==> src/rtl/uart_irq_defines.vh <==
// Register map, reset values and interrupt codes for the UART channel
`ifndef UART_IRQ_DEFINES_VH
`define UART_IRQ_DEFINES_VH

// Byte addresses on the Wishbone bus
`define A_DATA 8'h00
`define A_IER 8'h04
`define A_IIR_FCR 8'h08
`define A_LCR 8'h0c
`define A_MCR 8'h10
`define A_LSR 8'h14
`define A_MSR 8'h18
`define A_SPR 8'h1c
`define A_DLL 8'h20
`define A_DLH 8'h24
`define A_EFR 8'h28
`define A_TCR 8'h2c
`define A_TLR 8'h30
`define A_AFR 8'h34
`define A_RESUME_CHAR_A 8'h38
`define A_RESUME_CHAR_B 8'h3c
`define A_STOP_CHAR_A 8'h40
`define A_STOP_CHAR_B 8'h44

// Reset values
`define IER_RST 8'h00
`define FCR_RST 8'h00
`define LCR_RST 8'h1d
`define MCR_RST 8'h00
`define EFR_RST 8'h00
`define TCR_RST 8'h00
`define TLR_RST 8'h00
`define AFR_RST 8'h10

// Field positions
`define FCR_EN 0
`define FCR_RXRST 1
`define FCR_TXRST 2
`define LCR_BRK 6
`define MCR_DTR 0
`define MCR_RTS 1
`define EFR_ARTS 6

// Identification codes
`define IC_NONE 6'h01
`define IC_LSR 6'h06
`define IC_TMO 6'h0c
`define IC_RHR 6'h04
`define IC_THR 6'h02
`define IC_MSR 6'h00
`define IC_XOFF 6'h10
`define IC_CTSRTS 6'h20

// FIFO sizing and default trigger levels
`define FIFO_DEPTH 7'd64
`define RX_TRIG_DFLT 7'd1
`define TX_TRIG_DFLT 7'd32

`endif

==> src/rtl/uart_irq_top.v <==
// UART channel interrupt, reset and receive flow pacing logic
// Contract
// Threshold field times four gives FIFO level
// FIFO still accepts in-flight char after stop
// Send resume token when drained to resume
// Identification reads 01 after reset
// Line control resets to 1d
// Line status resets with bits 5,6
// Modem deltas clear, upper bits follow pins
// Alternate function resets to 10
// Other control registers and pointers clear
// Divisor, scratch, token chars survive reset
// Reset pins: tx,rts,dtr,rxrdy high, txrdy low
// Six enabled prioritised sources drive irq; the code ORs seven, pend[6:0]
// Clearing enables disables interrupt system
// Code reports top source, 000001 idle
// Line errors top; overrun clears on read
// Stale data timeout, cleared by data read
// Data available, cleared by data read
// Transmit empty, cleared by ident read/write
// Modem change, cleared by modem read
// Xoff/special, cleared by Xon or read
// RTS/CTS going inactive, cleared by read
// Status bit 7 while errored chars remain
// Status bits 4-2 show head char errors
// Enable bits 3-0 select interrupt mode
//
// Chosen here: the register addresses and the Wishbone interface to the registers.
`timescale 1ns/1ps
`include "uart_irq_defines.vh"
module uart_irq_top (
  // Clock and reset
  input wire clk,
  input wire resetn,
  // Wishbone slave
  input wire wb_cyc,
  input wire wb_stb,
  input wire wb_we,
  input wire [7:0] wb_adr,
  input wire [3:0] wb_sel,
  input wire [31:0] wb_dat_w,
  output reg [31:0] wb_dat_r,
  output reg wb_ack,
  // Receiver character stream
  input wire rx_valid,
  input wire [7:0] rx_data,
  input wire rx_fe,
  input wire rx_pe,
  input wire rx_bi,
  input wire rx_stale,
  // Transmitter side
  input wire tx_pop,
  input wire tx_busy,
  input wire tx_ser,
  // Flow token detectors
  input wire xoff_det,
  input wire xon_det,
  input wire special_det,
  // Modem inputs, active low
  input wire cts_n,
  input wire dsr_n,
  input wire ri_n,
  input wire cd_n,
  // Pins and tokens
  output reg tx_line,
  output reg rts_n,
  output reg dtr_n,
  output reg rx_ready_out,
  output reg tx_ready_out,
  output reg irq,
  output reg stop_tok,
  output reg resume_tok,
  output reg [7:0] tok_char
);
  // Bus handshake: one wait state so FIFO head data has settled
  reg stage_r;
  wire req = wb_cyc & wb_stb & ~wb_ack;
  wire acc = req & stage_r;
  wire wr = acc & wb_we & wb_sel[0];
  wire rd = acc & ~wb_we;
  wire [7:0] wd = wb_dat_w[7:0];

  always @(posedge clk or negedge resetn) begin
    if (!resetn) begin
      stage_r <= 1'b0;
      wb_ack <= 1'b0;
    end else begin
      wb_ack <= acc;
      stage_r <= req & ~stage_r;
    end
  end

  wire wr_thr = wr & (wb_adr == `A_DATA);
  wire wr_fcr = wr & (wb_adr == `A_IIR_FCR);
  wire rd_rhr = rd & (wb_adr == `A_DATA);
  wire rd_iir = rd & (wb_adr == `A_IIR_FCR);
  wire rd_lsr = rd & (wb_adr == `A_LSR);
  wire rd_msr = rd & (wb_adr == `A_MSR);

  // Control registers
  reg [7:0] ier_r, fcr_r, lcr_r, mcr_r, efr_r, tcr_r, tlr_r, afr_r;
  always @(posedge clk or negedge resetn) begin
    if (!resetn) begin
      ier_r <= `IER_RST;
      fcr_r <= `FCR_RST;
      lcr_r <= `LCR_RST;
      mcr_r <= `MCR_RST;
      efr_r <= `EFR_RST;
      tcr_r <= `TCR_RST;
      tlr_r <= `TLR_RST;
      afr_r <= `AFR_RST;
    end else if (wr) begin
      case (wb_adr)
        `A_IER: ier_r <= wd;
        `A_IIR_FCR: fcr_r <= wd;
        `A_LCR: lcr_r <= wd;
        `A_MCR: mcr_r <= wd;
        `A_EFR: efr_r <= wd;
        `A_TCR: tcr_r <= wd;
        `A_TLR: tlr_r <= wd;
        `A_AFR: afr_r <= wd;
        default: ;
      endcase
    end
  end

  // Registers that hold their contents across reset
  reg [7:0] dll_r, dlh_r, spr_r, resume_char_a_r, resume_char_b_r, stop_char_a_r, stop_char_b_r;
  always @(posedge clk) begin
    if (wr) begin
      case (wb_adr)
        `A_DLL: dll_r <= wd;
        `A_DLH: dlh_r <= wd;
        `A_SPR: spr_r <= wd;
        `A_RESUME_CHAR_A: resume_char_a_r <= wd;
        `A_RESUME_CHAR_B: resume_char_b_r <= wd;
        `A_STOP_CHAR_A: stop_char_a_r <= wd;
        `A_STOP_CHAR_B: stop_char_b_r <= wd;
        default: ;
      endcase
    end
  end

  // Receive FIFO
  reg [5:0] wr_ptr_r, rd_ptr_r;
  reg [6:0] rx_cnt_r, err_cnt_r;
  wire [10:0] head;
  wire fifo_on = fcr_r[`FCR_EN];
  wire [6:0] cap = fifo_on ? `FIFO_DEPTH : 7'd1;
  wire rx_full = rx_cnt_r >= cap;
  // Room above the stop threshold absorbs the char already in flight
  wire push = rx_valid & ~rx_full;
  wire rx_nemp = rx_cnt_r != 7'd0;
  wire pop = rd_rhr & rx_nemp;
  wire in_err = rx_fe | rx_pe | rx_bi;
  wire head_err = |head[10:8];
  wire rx_clr = wr_fcr & wd[`FCR_RXRST];

  rx_fifo_mem u_mem (
    .clk(clk),
    .we(push),
    .waddr(wr_ptr_r),
    .wdata({rx_bi, rx_fe, rx_pe, rx_data}),
    .raddr(rd_ptr_r),
    .rdata(head)
  );

  always @(posedge clk or negedge resetn) begin
    if (!resetn) begin
      wr_ptr_r <= 6'h00;
      rd_ptr_r <= 6'h00;
      rx_cnt_r <= 7'h00;
      err_cnt_r <= 7'h00;
    end else if (rx_clr) begin
      wr_ptr_r <= 6'h00;
      rd_ptr_r <= 6'h00;
      rx_cnt_r <= 7'h00;
      err_cnt_r <= 7'h00;
    end else begin
      wr_ptr_r <= wr_ptr_r + {5'h00, push};
      rd_ptr_r <= rd_ptr_r + {5'h00, pop};
      rx_cnt_r <= rx_cnt_r + {6'h00, push} - {6'h00, pop};
      // Errored characters still queued
      err_cnt_r <= err_cnt_r + {6'h00, push & in_err} -
                   {6'h00, pop & head_err};
    end
  end

  // Transmit FIFO occupancy
  reg [6:0] tx_cnt_r;
  wire tx_push = wr_thr & (tx_cnt_r < cap);
  wire tx_take = tx_pop & (tx_cnt_r != 7'd0);
  always @(posedge clk or negedge resetn) begin
    if (!resetn) begin
      tx_cnt_r <= 7'h00;
    end else if (wr_fcr & wd[`FCR_TXRST]) begin
      tx_cnt_r <= 7'h00;
    end else begin
      tx_cnt_r <= tx_cnt_r + {6'h00, tx_push} - {6'h00, tx_take};
    end
  end

  // Line status
  reg overrun_r;
  wire thr_empty = tx_cnt_r == 7'd0;
  wire [2:0] head_stat = rx_nemp ? head[10:8] : 3'b000;
  wire [7:0] line_stat_reg = {err_cnt_r != 7'd0, thr_empty & ~tx_busy,
                    thr_empty, head_stat, overrun_r, rx_nemp};

  // Modem status: deltas only armed once the first pin sample exists
  reg [3:0] mprev_r, mdelta_r;
  reg armed_r;
  wire [3:0] live = ~{cd_n, ri_n, dsr_n, cts_n};
  wire [3:0] mset = {live[3] ^ mprev_r[3], mprev_r[2] & ~live[2],
                     live[1] ^ mprev_r[1], live[0] ^ mprev_r[0]};
  wire [7:0] modem_stat_reg = {live, mdelta_r};

  // Trigger and flow thresholds in FIFO characters
  wire [6:0] rx_trig = (tlr_r[7:4] != 4'h0) ?
                       {1'b0, tlr_r[7:4], 2'b00} : `RX_TRIG_DFLT;
  wire [6:0] tx_trig = (tlr_r[3:0] != 4'h0) ?
                       {1'b0, tlr_r[3:0], 2'b00} : `TX_TRIG_DFLT;
  wire [6:0] halt_lvl = {1'b0, tcr_r[3:0], 2'b00};
  wire [6:0] resume_lvl = {1'b0, tcr_r[7:4], 2'b00};

  // Interrupt sources
  reg timeout_r, thr_int_r, thr_prev_r, xoff_int_r, by_special_r;
  reg cts_prev_r, rts_prev_r, ctsrts_r;
  wire [5:0] code;
  wire rhr_cond = fifo_on ? (rx_cnt_r >= rx_trig) : rx_nemp;
  wire thr_cond = fifo_on ? ((`FIFO_DEPTH - tx_cnt_r) >= tx_trig) :
                  thr_empty;
  wire [6:0] pend;
  assign pend[0] = ier_r[2] & (overrun_r | (err_cnt_r != 7'd0));
  assign pend[1] = ier_r[0] & timeout_r;
  assign pend[2] = ier_r[0] & rhr_cond;
  assign pend[3] = ier_r[1] & thr_int_r;
  assign pend[4] = ier_r[3] & (|mdelta_r);
  assign pend[5] = ier_r[5] & xoff_int_r;
  assign pend[6] = (ier_r[6] | ier_r[7]) & ctsrts_r;

  irq_prio_enc u_enc (
    .pend(pend),
    .code(code)
  );

  wire clr_thr = wr_thr | (rd_iir & (code == `IC_THR));
  wire clr_xoff = (xon_det & ~by_special_r) |
                  (rd_iir & by_special_r & (code == `IC_XOFF));
  wire clr_cr = rd_iir & (code == `IC_CTSRTS);
  wire cr_rise = (cts_n & ~cts_prev_r) | (rts_n & ~rts_prev_r);

  // Sticky flags; a new event always wins over a same-cycle clear
  always @(posedge clk or negedge resetn) begin
    if (!resetn) begin
      overrun_r <= 1'b0;
      timeout_r <= 1'b0;
      thr_int_r <= 1'b0;
      thr_prev_r <= 1'b0;
      xoff_int_r <= 1'b0;
      by_special_r <= 1'b0;
      cts_prev_r <= 1'b1;
      rts_prev_r <= 1'b1;
      ctsrts_r <= 1'b0;
      mprev_r <= 4'h0;
      mdelta_r <= 4'h0;
      armed_r <= 1'b0;
    end else begin
      overrun_r <= (overrun_r & ~rd_lsr) | (rx_valid & rx_full);
      timeout_r <= (timeout_r & ~rd_rhr) | (rx_stale & rx_nemp);
      thr_prev_r <= thr_cond;
      thr_int_r <= (thr_int_r & ~clr_thr) | (thr_cond & ~thr_prev_r);
      if (xoff_det | special_det) begin
        xoff_int_r <= 1'b1;
        by_special_r <= special_det & ~xoff_det;
      end else if (clr_xoff) begin
        xoff_int_r <= 1'b0;
      end
      cts_prev_r <= cts_n;
      rts_prev_r <= rts_n;
      ctsrts_r <= (ctsrts_r & ~clr_cr) | cr_rise;
      mprev_r <= live;
      armed_r <= 1'b1;
      mdelta_r <= (mdelta_r & {4{~rd_msr}}) |
                  (mset & {4{armed_r}});
    end
  end

  // Receive flow pacing: stop token at the halt level, resume on drain
  reg halted_r;
  wire sw_tx = efr_r[3] | efr_r[2];
  wire fc_on = sw_tx | efr_r[`EFR_ARTS];
  always @(posedge clk or negedge resetn) begin
    if (!resetn) begin
      halted_r <= 1'b0;
      stop_tok <= 1'b0;
      resume_tok <= 1'b0;
      tok_char <= 8'h00;
    end else begin
      stop_tok <= 1'b0;
      resume_tok <= 1'b0;
      if (fc_on & ~halted_r & (halt_lvl != 7'd0) &
          (rx_cnt_r >= halt_lvl)) begin
        halted_r <= 1'b1;
        stop_tok <= sw_tx;
        tok_char <= efr_r[3] ? stop_char_a_r : stop_char_b_r;
      end else if (halted_r & ((rx_cnt_r <= resume_lvl) | ~fc_on)) begin
        // Disabling pacing while halted still releases the far sender
        halted_r <= 1'b0;
        resume_tok <= sw_tx | ~fc_on;
        tok_char <= efr_r[3] ? resume_char_a_r : resume_char_b_r;
      end
    end
  end

  // Pins and interrupt output
  always @(posedge clk or negedge resetn) begin
    if (!resetn) begin
      tx_line <= 1'b1;
      rts_n <= 1'b1;
      dtr_n <= 1'b1;
      rx_ready_out <= 1'b1;
      tx_ready_out <= 1'b0;
      irq <= 1'b0;
    end else begin
      tx_line <= lcr_r[`LCR_BRK] ? 1'b0 : tx_ser;
      rts_n <= efr_r[`EFR_ARTS] ? halted_r : ~mcr_r[`MCR_RTS];
      dtr_n <= ~mcr_r[`MCR_DTR];
      rx_ready_out <= ~rx_nemp;
      tx_ready_out <= tx_cnt_r >= cap;
      // No enable bit set means the pin never asserts
      irq <= |pend;
    end
  end

  // Read data, captured on the answering edge
  reg [7:0] rmux;
  always @* begin
    case (wb_adr)
      `A_DATA: rmux = head[7:0];
      `A_IER: rmux = ier_r;
      `A_IIR_FCR: rmux = {fifo_on, fifo_on, code};
      `A_LCR: rmux = lcr_r;
      `A_MCR: rmux = mcr_r;
      `A_LSR: rmux = line_stat_reg;
      `A_MSR: rmux = modem_stat_reg;
      `A_SPR: rmux = spr_r;
      `A_DLL: rmux = dll_r;
      `A_DLH: rmux = dlh_r;
      `A_EFR: rmux = efr_r;
      `A_TCR: rmux = tcr_r;
      `A_TLR: rmux = tlr_r;
      `A_AFR: rmux = afr_r;
      `A_RESUME_CHAR_A: rmux = resume_char_a_r;
      `A_RESUME_CHAR_B: rmux = resume_char_b_r;
      `A_STOP_CHAR_A: rmux = stop_char_a_r;
      `A_STOP_CHAR_B: rmux = stop_char_b_r;
      default: rmux = 8'h00;
    endcase
  end

  always @(posedge clk or negedge resetn) begin
    if (!resetn) begin
      wb_dat_r <= 32'h0000_0000;
    end else if (rd) begin
      wb_dat_r <= {24'h00_0000, rmux};
    end
  end
endmodule // uart_irq_top

==> src/rtl/rx_fifo_mem.v <==
// Receive FIFO storage: 64 words of data plus error flags, registered read
`timescale 1ns/1ps
module rx_fifo_mem (
  // Clock
  input wire clk,
  // Write port
  input wire we,
  input wire [5:0] waddr,
  input wire [10:0] wdata,
  // Read port
  input wire [5:0] raddr,
  output reg [10:0] rdata
);
  reg [10:0] mem [0:63];

  always @(posedge clk) begin
    if (we) begin
      mem[waddr] <= wdata;
    end
    rdata <= mem[raddr];
  end
endmodule // rx_fifo_mem

==> src/rtl/irq_prio_enc.v <==
// Fixed-priority encoder from pending sources to identification code
`timescale 1ns/1ps
`include "uart_irq_defines.vh"
module irq_prio_enc (
  // Pending sources, bit 0 highest priority
  input wire [6:0] pend,
  // Identification code
  output wire [5:0] code
);
  function [5:0] encode;
    input [6:0] p;
    begin
      casez (p)
        7'b??????1: encode = `IC_LSR;
        7'b?????10: encode = `IC_TMO;
        7'b????100: encode = `IC_RHR;
        7'b???1000: encode = `IC_THR;
        7'b??10000: encode = `IC_MSR;
        7'b?100000: encode = `IC_XOFF;
        7'b1000000: encode = `IC_CTSRTS;
        default: encode = `IC_NONE;
      endcase
    end
  endfunction

  assign code = encode(pend);
endmodule // irq_prio_enc

==> config.mk <==
export PLATFORM = sky130hd
export DESIGN_NAME = uart_irq_top
export DESIGN_NICKNAME = d
export VERILOG_FILES = /design/src/rtl/uart_irq_top.v /design/src/rtl/rx_fifo_mem.v /design/src/rtl/irq_prio_enc.v
export VERILOG_INCLUDE_DIRS = /design/src /design/src/rtl
export SDC_FILE = /design/constraint.sdc
export NUM_CORES = 1
export LEC_CHECK = 0
export BUFFER_PORTS_ARGS = -buffer_cell sky130_fd_sc_hd__buf_2
export CAP_MARGIN = 15
export CELL_PAD_IN_SITES_DETAIL_PLACEMENT = 1
export CELL_PAD_IN_SITES_GLOBAL_PLACEMENT = 1
export CORE_UTILIZATION = 30
export DETAILED_ROUTE_END_ITERATION = 16
export PLACE_DENSITY_LB_ADDON = 0.1
export SYNTH_ARGS = -nofsm -noshare
export SYNTH_HDL_FRONTEND = slang
export SYNTH_SLANG_ARGS = --single-unit
==> constraint.sdc <==
create_clock -name clk -period 3.2 [get_ports clk]
set_input_delay 0.48 -clock clk [delete_from_list [all_inputs] [get_ports clk]]
set_output_delay 0.48 -clock clk [all_outputs]
set_load 0.005 [all_outputs]
==> metrics.md <==
| Metric | Value |
|---|---|
| Outcome | finished, violations left |
| Violated checks | setup timing |
| Port Buffers | 69 |
| Post-detailed-routing wire length | 115000 um |
| Top register by number of flip-flops | u_mem.mem |
| Die Y-Extent | 358 um |
| Post-Synthesis Cell Area | ~38000 um^2 |
| Register-to-register setup slack | -0.16 ns |
| Post-layout instance count excluding filler cells | 4331 |
| Slew Viols, Final | 0 |
| Pin count of the biggest net entering global routing | 65 |
| End of the worst register-to-register path | err_cnt_r[6] |
| Vias per Instance | 4.96 |
| Half-perimeter wire length of the detailed placement result | 76400 um |
| Number of filler cells placed in the layout | 12700 |
| Share of layout cells above drive strength 1 | 0.260 |
| Relative max-transition margin | 0.325 |
| First-pass GRT wire length | 167000 um |
| Largest register FFs | 704 |
| Die area | about 130000 um^2 |
| Slew at the pin with the worst max-slew slack | 1.00 ns |
| Initial antenna violation count | 2 |
| Data arrival time at the worst-slack endpoint | 3.99 ns |
| Worst reg-to-reg path cell count | 17 |
| Number of flip-flops and latches in the synthesized netlist | 906 |
| Startpoint type of the worst setup path | flop |
| Number of max-capacitance violations reported | 0 |
| RR Startpoint | rx_cnt_r[0] |
| Root buffer cell | sky130_fd_sc_hd__clkbuf_16 |
| Worst path required time | 3.83 ns |
| Share of synthesized area occupied by flip-flops and latches | 0.697 |
| Largest regs | u_mem.mem x704, u_mem.rdata x11 |
| Number of hold violations in the final report | 0 |
| Min-delay worst type | in -> reg |
| Effective utilization at floorplan | 0.302 |
| Post-placement setup slack | -0.319 ns |
| Max Clock Freq | 298 MHz |
| Setup total negative slack | -0.281 ns |
| Vias in the first global route | ~23000 |
| Kind of capture point of the worst setup path | flop |
| Standard-cell row count | 130 |
| CTS tree | done |
| Final worst clock skew | 0.0348 ns |
| Total CTS buffers | 104 |
| Hold Path Origin | xon_det |
| First-pass DRT Iterations | 5 |
| Maximum fanout along the worst path | 3 |
| Share of the clock period used by the worst path after layout | 1.05 |
| Async set-reset flop share out of synthesis | 0.149 |
| Synth Area per Inst | around 17 um^2 |
| Setup repair after global routing missed its margin | yes |
| Clock sink count | 906 |
| DRT antenna net count | 0 |
| Number of unique standard cell types used by synthesis | 90 |
| Final routed wire length divided by cell count | 26.6 um |
| Leakage power | 15.2 nW |
| Fin worst setup slack | -0.156 ns |
| Most instantiated flip-flop cell in the synthesis netlist | sky130_fd_sc_hd__edfxtp_1 |
| Clock transition at the registers of the reported paths | 0.06 ns |
| IO Count | 121 |
| Global placer's final weighted congestion | 0.859 |
| Post-layout minimum cycle time | 3.36 ns |
| Number of synthesized flops with an enable pin | between 700 and 800 |
| Largest buffer count on any clock path | 3 |
| Min Hold Slack | approximately 0.095 ns |
| Power per Cell Area | approximately 630 nW/um^2 |
| Termination of the worst setup path | err_cnt_r[6] |
| Clk Latency, worst-skew pair | about 0.70 ns |
| Final global-route overflow total | 0 |
| Kind of critical path | reg -> reg |
| Worst VDD drop | 0.444 mV |
| Count of yosys warnings during synthesis | 0 |
| Number of vias after detailed routing | 21500 |
| Layout overhead on the synthesized area | 18.8% |
| Violation count after the first detailed-routing iteration | roughly 1300 |
| X dimension of the die | 358 um |
| Gate count of the mapped netlist | 2298 |
| Final setup vio count | 2 |
| Number of H-tree levels | 3 |
| Core box area | 126000 um^2 |
| Global-route total usage across every layer | 0.182 |
| Number of cells in the design after placement | 4105 |
| Final-stage net count | 2723 |
| # DRC | 0 |
| Critical path startpoint | rx_cnt_r[0] |
==> stage by stage <==
step / util / total power, W / instance area [um^2]
final: 0.359 / 0.0286 / 45100
after global routing: 0.359 / 0.0298 / 45000
after CTS: 0.358 / 0.0289 / 44900
after detailed placement: 0.330 / 0.0172 / 41400
after global placement: 0.330 / 0.0171 / 41400
after floorplan: - / 0.0157 / 38100
==> Yosys cell counts, types with 6 or more instances <==
cell | instances | area share
sky130_fd_sc_hd__a32oi_1 | 8 | 0.0018
sky130_fd_sc_hd__clkbuf_1 | 44 | 0.0044
sky130_fd_sc_hd__buf_6 | 8 | 0.0024
sky130_fd_sc_hd__nand2_1 | 112 | 0.011
sky130_fd_sc_hd__a21o_1 | 7 | 0.0014
sky130_fd_sc_hd__buf_2 | 34 | 0.0045
sky130_fd_sc_hd__nor4_1 | 9 | 0.0015
sky130_fd_sc_hd__ha_1 | 57 | 0.019
sky130_fd_sc_hd__dfstp_2 | 11 | 0.0076
sky130_fd_sc_hd__nand3_1 | 43 | 0.0057
sky130_fd_sc_hd__and3_1 | 6 | 0.00099
sky130_fd_sc_hd__nor2_1 | 117 | 0.012
sky130_fd_sc_hd__o21ai_0 | 54 | 0.0071
sky130_fd_sc_hd__buf_4 | 45 | 0.0089
sky130_fd_sc_hd__nand3b_1 | 7 | 0.0014
sky130_fd_sc_hd__dfxtp_1 | 11 | 0.0058
sky130_fd_sc_hd__a21oi_1 | 89 | 0.012
sky130_fd_sc_hd__a211oi_1 | 19 | 0.0038
sky130_fd_sc_hd__mux2i_1 | 163 | 0.043
sky130_fd_sc_hd__or3_1 | 9 | 0.0015
sky130_fd_sc_hd__o22ai_1 | 19 | 0.0031
sky130_fd_sc_hd__o21bai_1 | 6 | 0.0012
sky130_fd_sc_hd__edfxtp_1 | 760 | 0.60
sky130_fd_sc_hd__nand2b_1 | 6 | 0.00099
sky130_fd_sc_hd__xnor2_1 | 16 | 0.0037
sky130_fd_sc_hd__nor2b_1 | 39 | 0.0064
sky130_fd_sc_hd__inv_1 | 54 | 0.0053
sky130_fd_sc_hd__dfrtp_1 | 124 | 0.082
sky130_fd_sc_hd__mux2_2 | 55 | 0.016
sky130_fd_sc_hd__nand4_1 | 15 | 0.0025
sky130_fd_sc_hd__mux4_2 | 120 | 0.071
sky130_fd_sc_hd__a22o_1 | 9 | 0.0021
sky130_fd_sc_hd__a221oi_1 | 30 | 0.0069
sky130_fd_sc_hd__xor2_1 | 9 | 0.0021
sky130_fd_sc_hd__nor3_1 | 21 | 0.0028
sky130_fd_sc_hd__a22oi_1 | 56 | 0.011
==> placed cells by master (no fill, tap or decap), types with 17 or more instances in the layout <==
cell type and count:
sky130_fd_sc_hd__a211oi_1 19, sky130_fd_sc_hd__a21oi_1 84, sky130_fd_sc_hd__a221oi_1 30, sky130_fd_sc_hd__a22oi_1 56
sky130_fd_sc_hd__buf_2 68, sky130_fd_sc_hd__buf_4 210, sky130_fd_sc_hd__clkbuf_1 34, sky130_fd_sc_hd__clkbuf_16 107
sky130_fd_sc_hd__clkinv_1 17, sky130_fd_sc_hd__clkinv_2 20, sky130_fd_sc_hd__conb_1 25, sky130_fd_sc_hd__dfrtp_1 120
sky130_fd_sc_hd__edfxtp_1 760, sky130_fd_sc_hd__ha_1 51, sky130_fd_sc_hd__inv_1 43, sky130_fd_sc_hd__mux2_2 55
sky130_fd_sc_hd__mux2i_1 163, sky130_fd_sc_hd__mux4_2 120, sky130_fd_sc_hd__nand2_1 112, sky130_fd_sc_hd__nand3_1 41
sky130_fd_sc_hd__nor2_1 115, sky130_fd_sc_hd__nor2b_1 36, sky130_fd_sc_hd__nor3_1 20, sky130_fd_sc_hd__o21ai_0 54
sky130_fd_sc_hd__o22ai_1 19
==> where the power goes <==
part           switching (W)  leakage (nW)  internal (W)
clock network        0.00481          1.59       0.00654
registers           0.000306          8.56        0.0133
logic                0.00207          5.04       0.00158
total                0.00719          15.2        0.0214
==> per-layer routing <==
| layer | GRT usage | vias to the layer above | wire length, um | share of wire |
|---|---|---|---|---|
| met5 | 0 | - | 0 | 0 |
| met3 | 0.0273 | 134 | 3850 | 0.033 |
| met1 | 0.247 | 11400 | 52500 | 0.46 |
| met4 | 0.0437 | 0 | 2250 | 0.019 |
| li1 | - | 9585 | - | - |
| met2 | 0.306 | 380 | 56600 | 0.49 |
==> worst min-delay path by stage <==
stage,endpoint,slack (ns),cells after the start
after floorplan,afr_r[0],0.18,0
after global placement,rts_prev_r,0.37,0
after detailed placement,rts_prev_r,0.38,0
after CTS,xoff_int_r,0.04,3
after global routing,xoff_int_r,0.09,3
final,xoff_int_r,0.09,3
==> cell families after synthesis <==
family	count (synthesis)	synth area share
flip-flops	906	0.697
buffers and inverters	195	0.0277
other	2	0.000198
multiplexers	338	0.131
XOR/XNOR	25	0.00577
adder cells (fa/ha/maj)	60	0.0204
AND/OR/NAND/NOR	424	0.0563
AO/OA/AOI/OAI	348	0.0623
==> what timing repair did <==
action	in CTS	in global routing
hold buffers	12	0
hold endpoints to repair	69	0
resized for setup	18	17
pin swaps	20	22
setup endpoints to repair	3	14
setup buffers	11	9
==> final cells by class <==
type | instances | area [um^2] | share of cell area
flip-flops and latches | 906 | 26400 | 0.587
multi-input cells | 1220 | 10800 | 0.239
clock buffers | 148 | 2900 | 0.0644
repair buffers | 305 | 2320 | 0.0515
well taps | 1650 | 2060 | 0.0458
clock inverters | 46 | 338 | 0.00750
inverters | 54 | 205 | 0.00455
diodes | 2 | 5.00 | 0.000111
==> worst max-delay path, cell delays in order, from the launching register on <==
cell and delay, ns:
sky130_fd_sc_hd__dfrtp_1 0.41, sky130_fd_sc_hd__inv_2 0.09, sky130_fd_sc_hd__ha_4 0.19, sky130_fd_sc_hd__nand4b_1 0.13
sky130_fd_sc_hd__a41oi_4 0.13, sky130_fd_sc_hd__nor3b_4 0.26, sky130_fd_sc_hd__buf_6 0.14, sky130_fd_sc_hd__o31ai_4 0.05
sky130_fd_sc_hd__ha_1 0.31, sky130_fd_sc_hd__inv_2 0.05, sky130_fd_sc_hd__ha_4 0.16, sky130_fd_sc_hd__fa_2 0.37
sky130_fd_sc_hd__a21oi_2 0.16, sky130_fd_sc_hd__o21bai_2 0.08, sky130_fd_sc_hd__a21oi_1 0.16, sky130_fd_sc_hd__nor2_1 0.07
sky130_fd_sc_hd__or3_1 0.38, sky130_fd_sc_hd__a21oi_2 0.13
No activity file was read; power rests on OpenSTA's default activity.
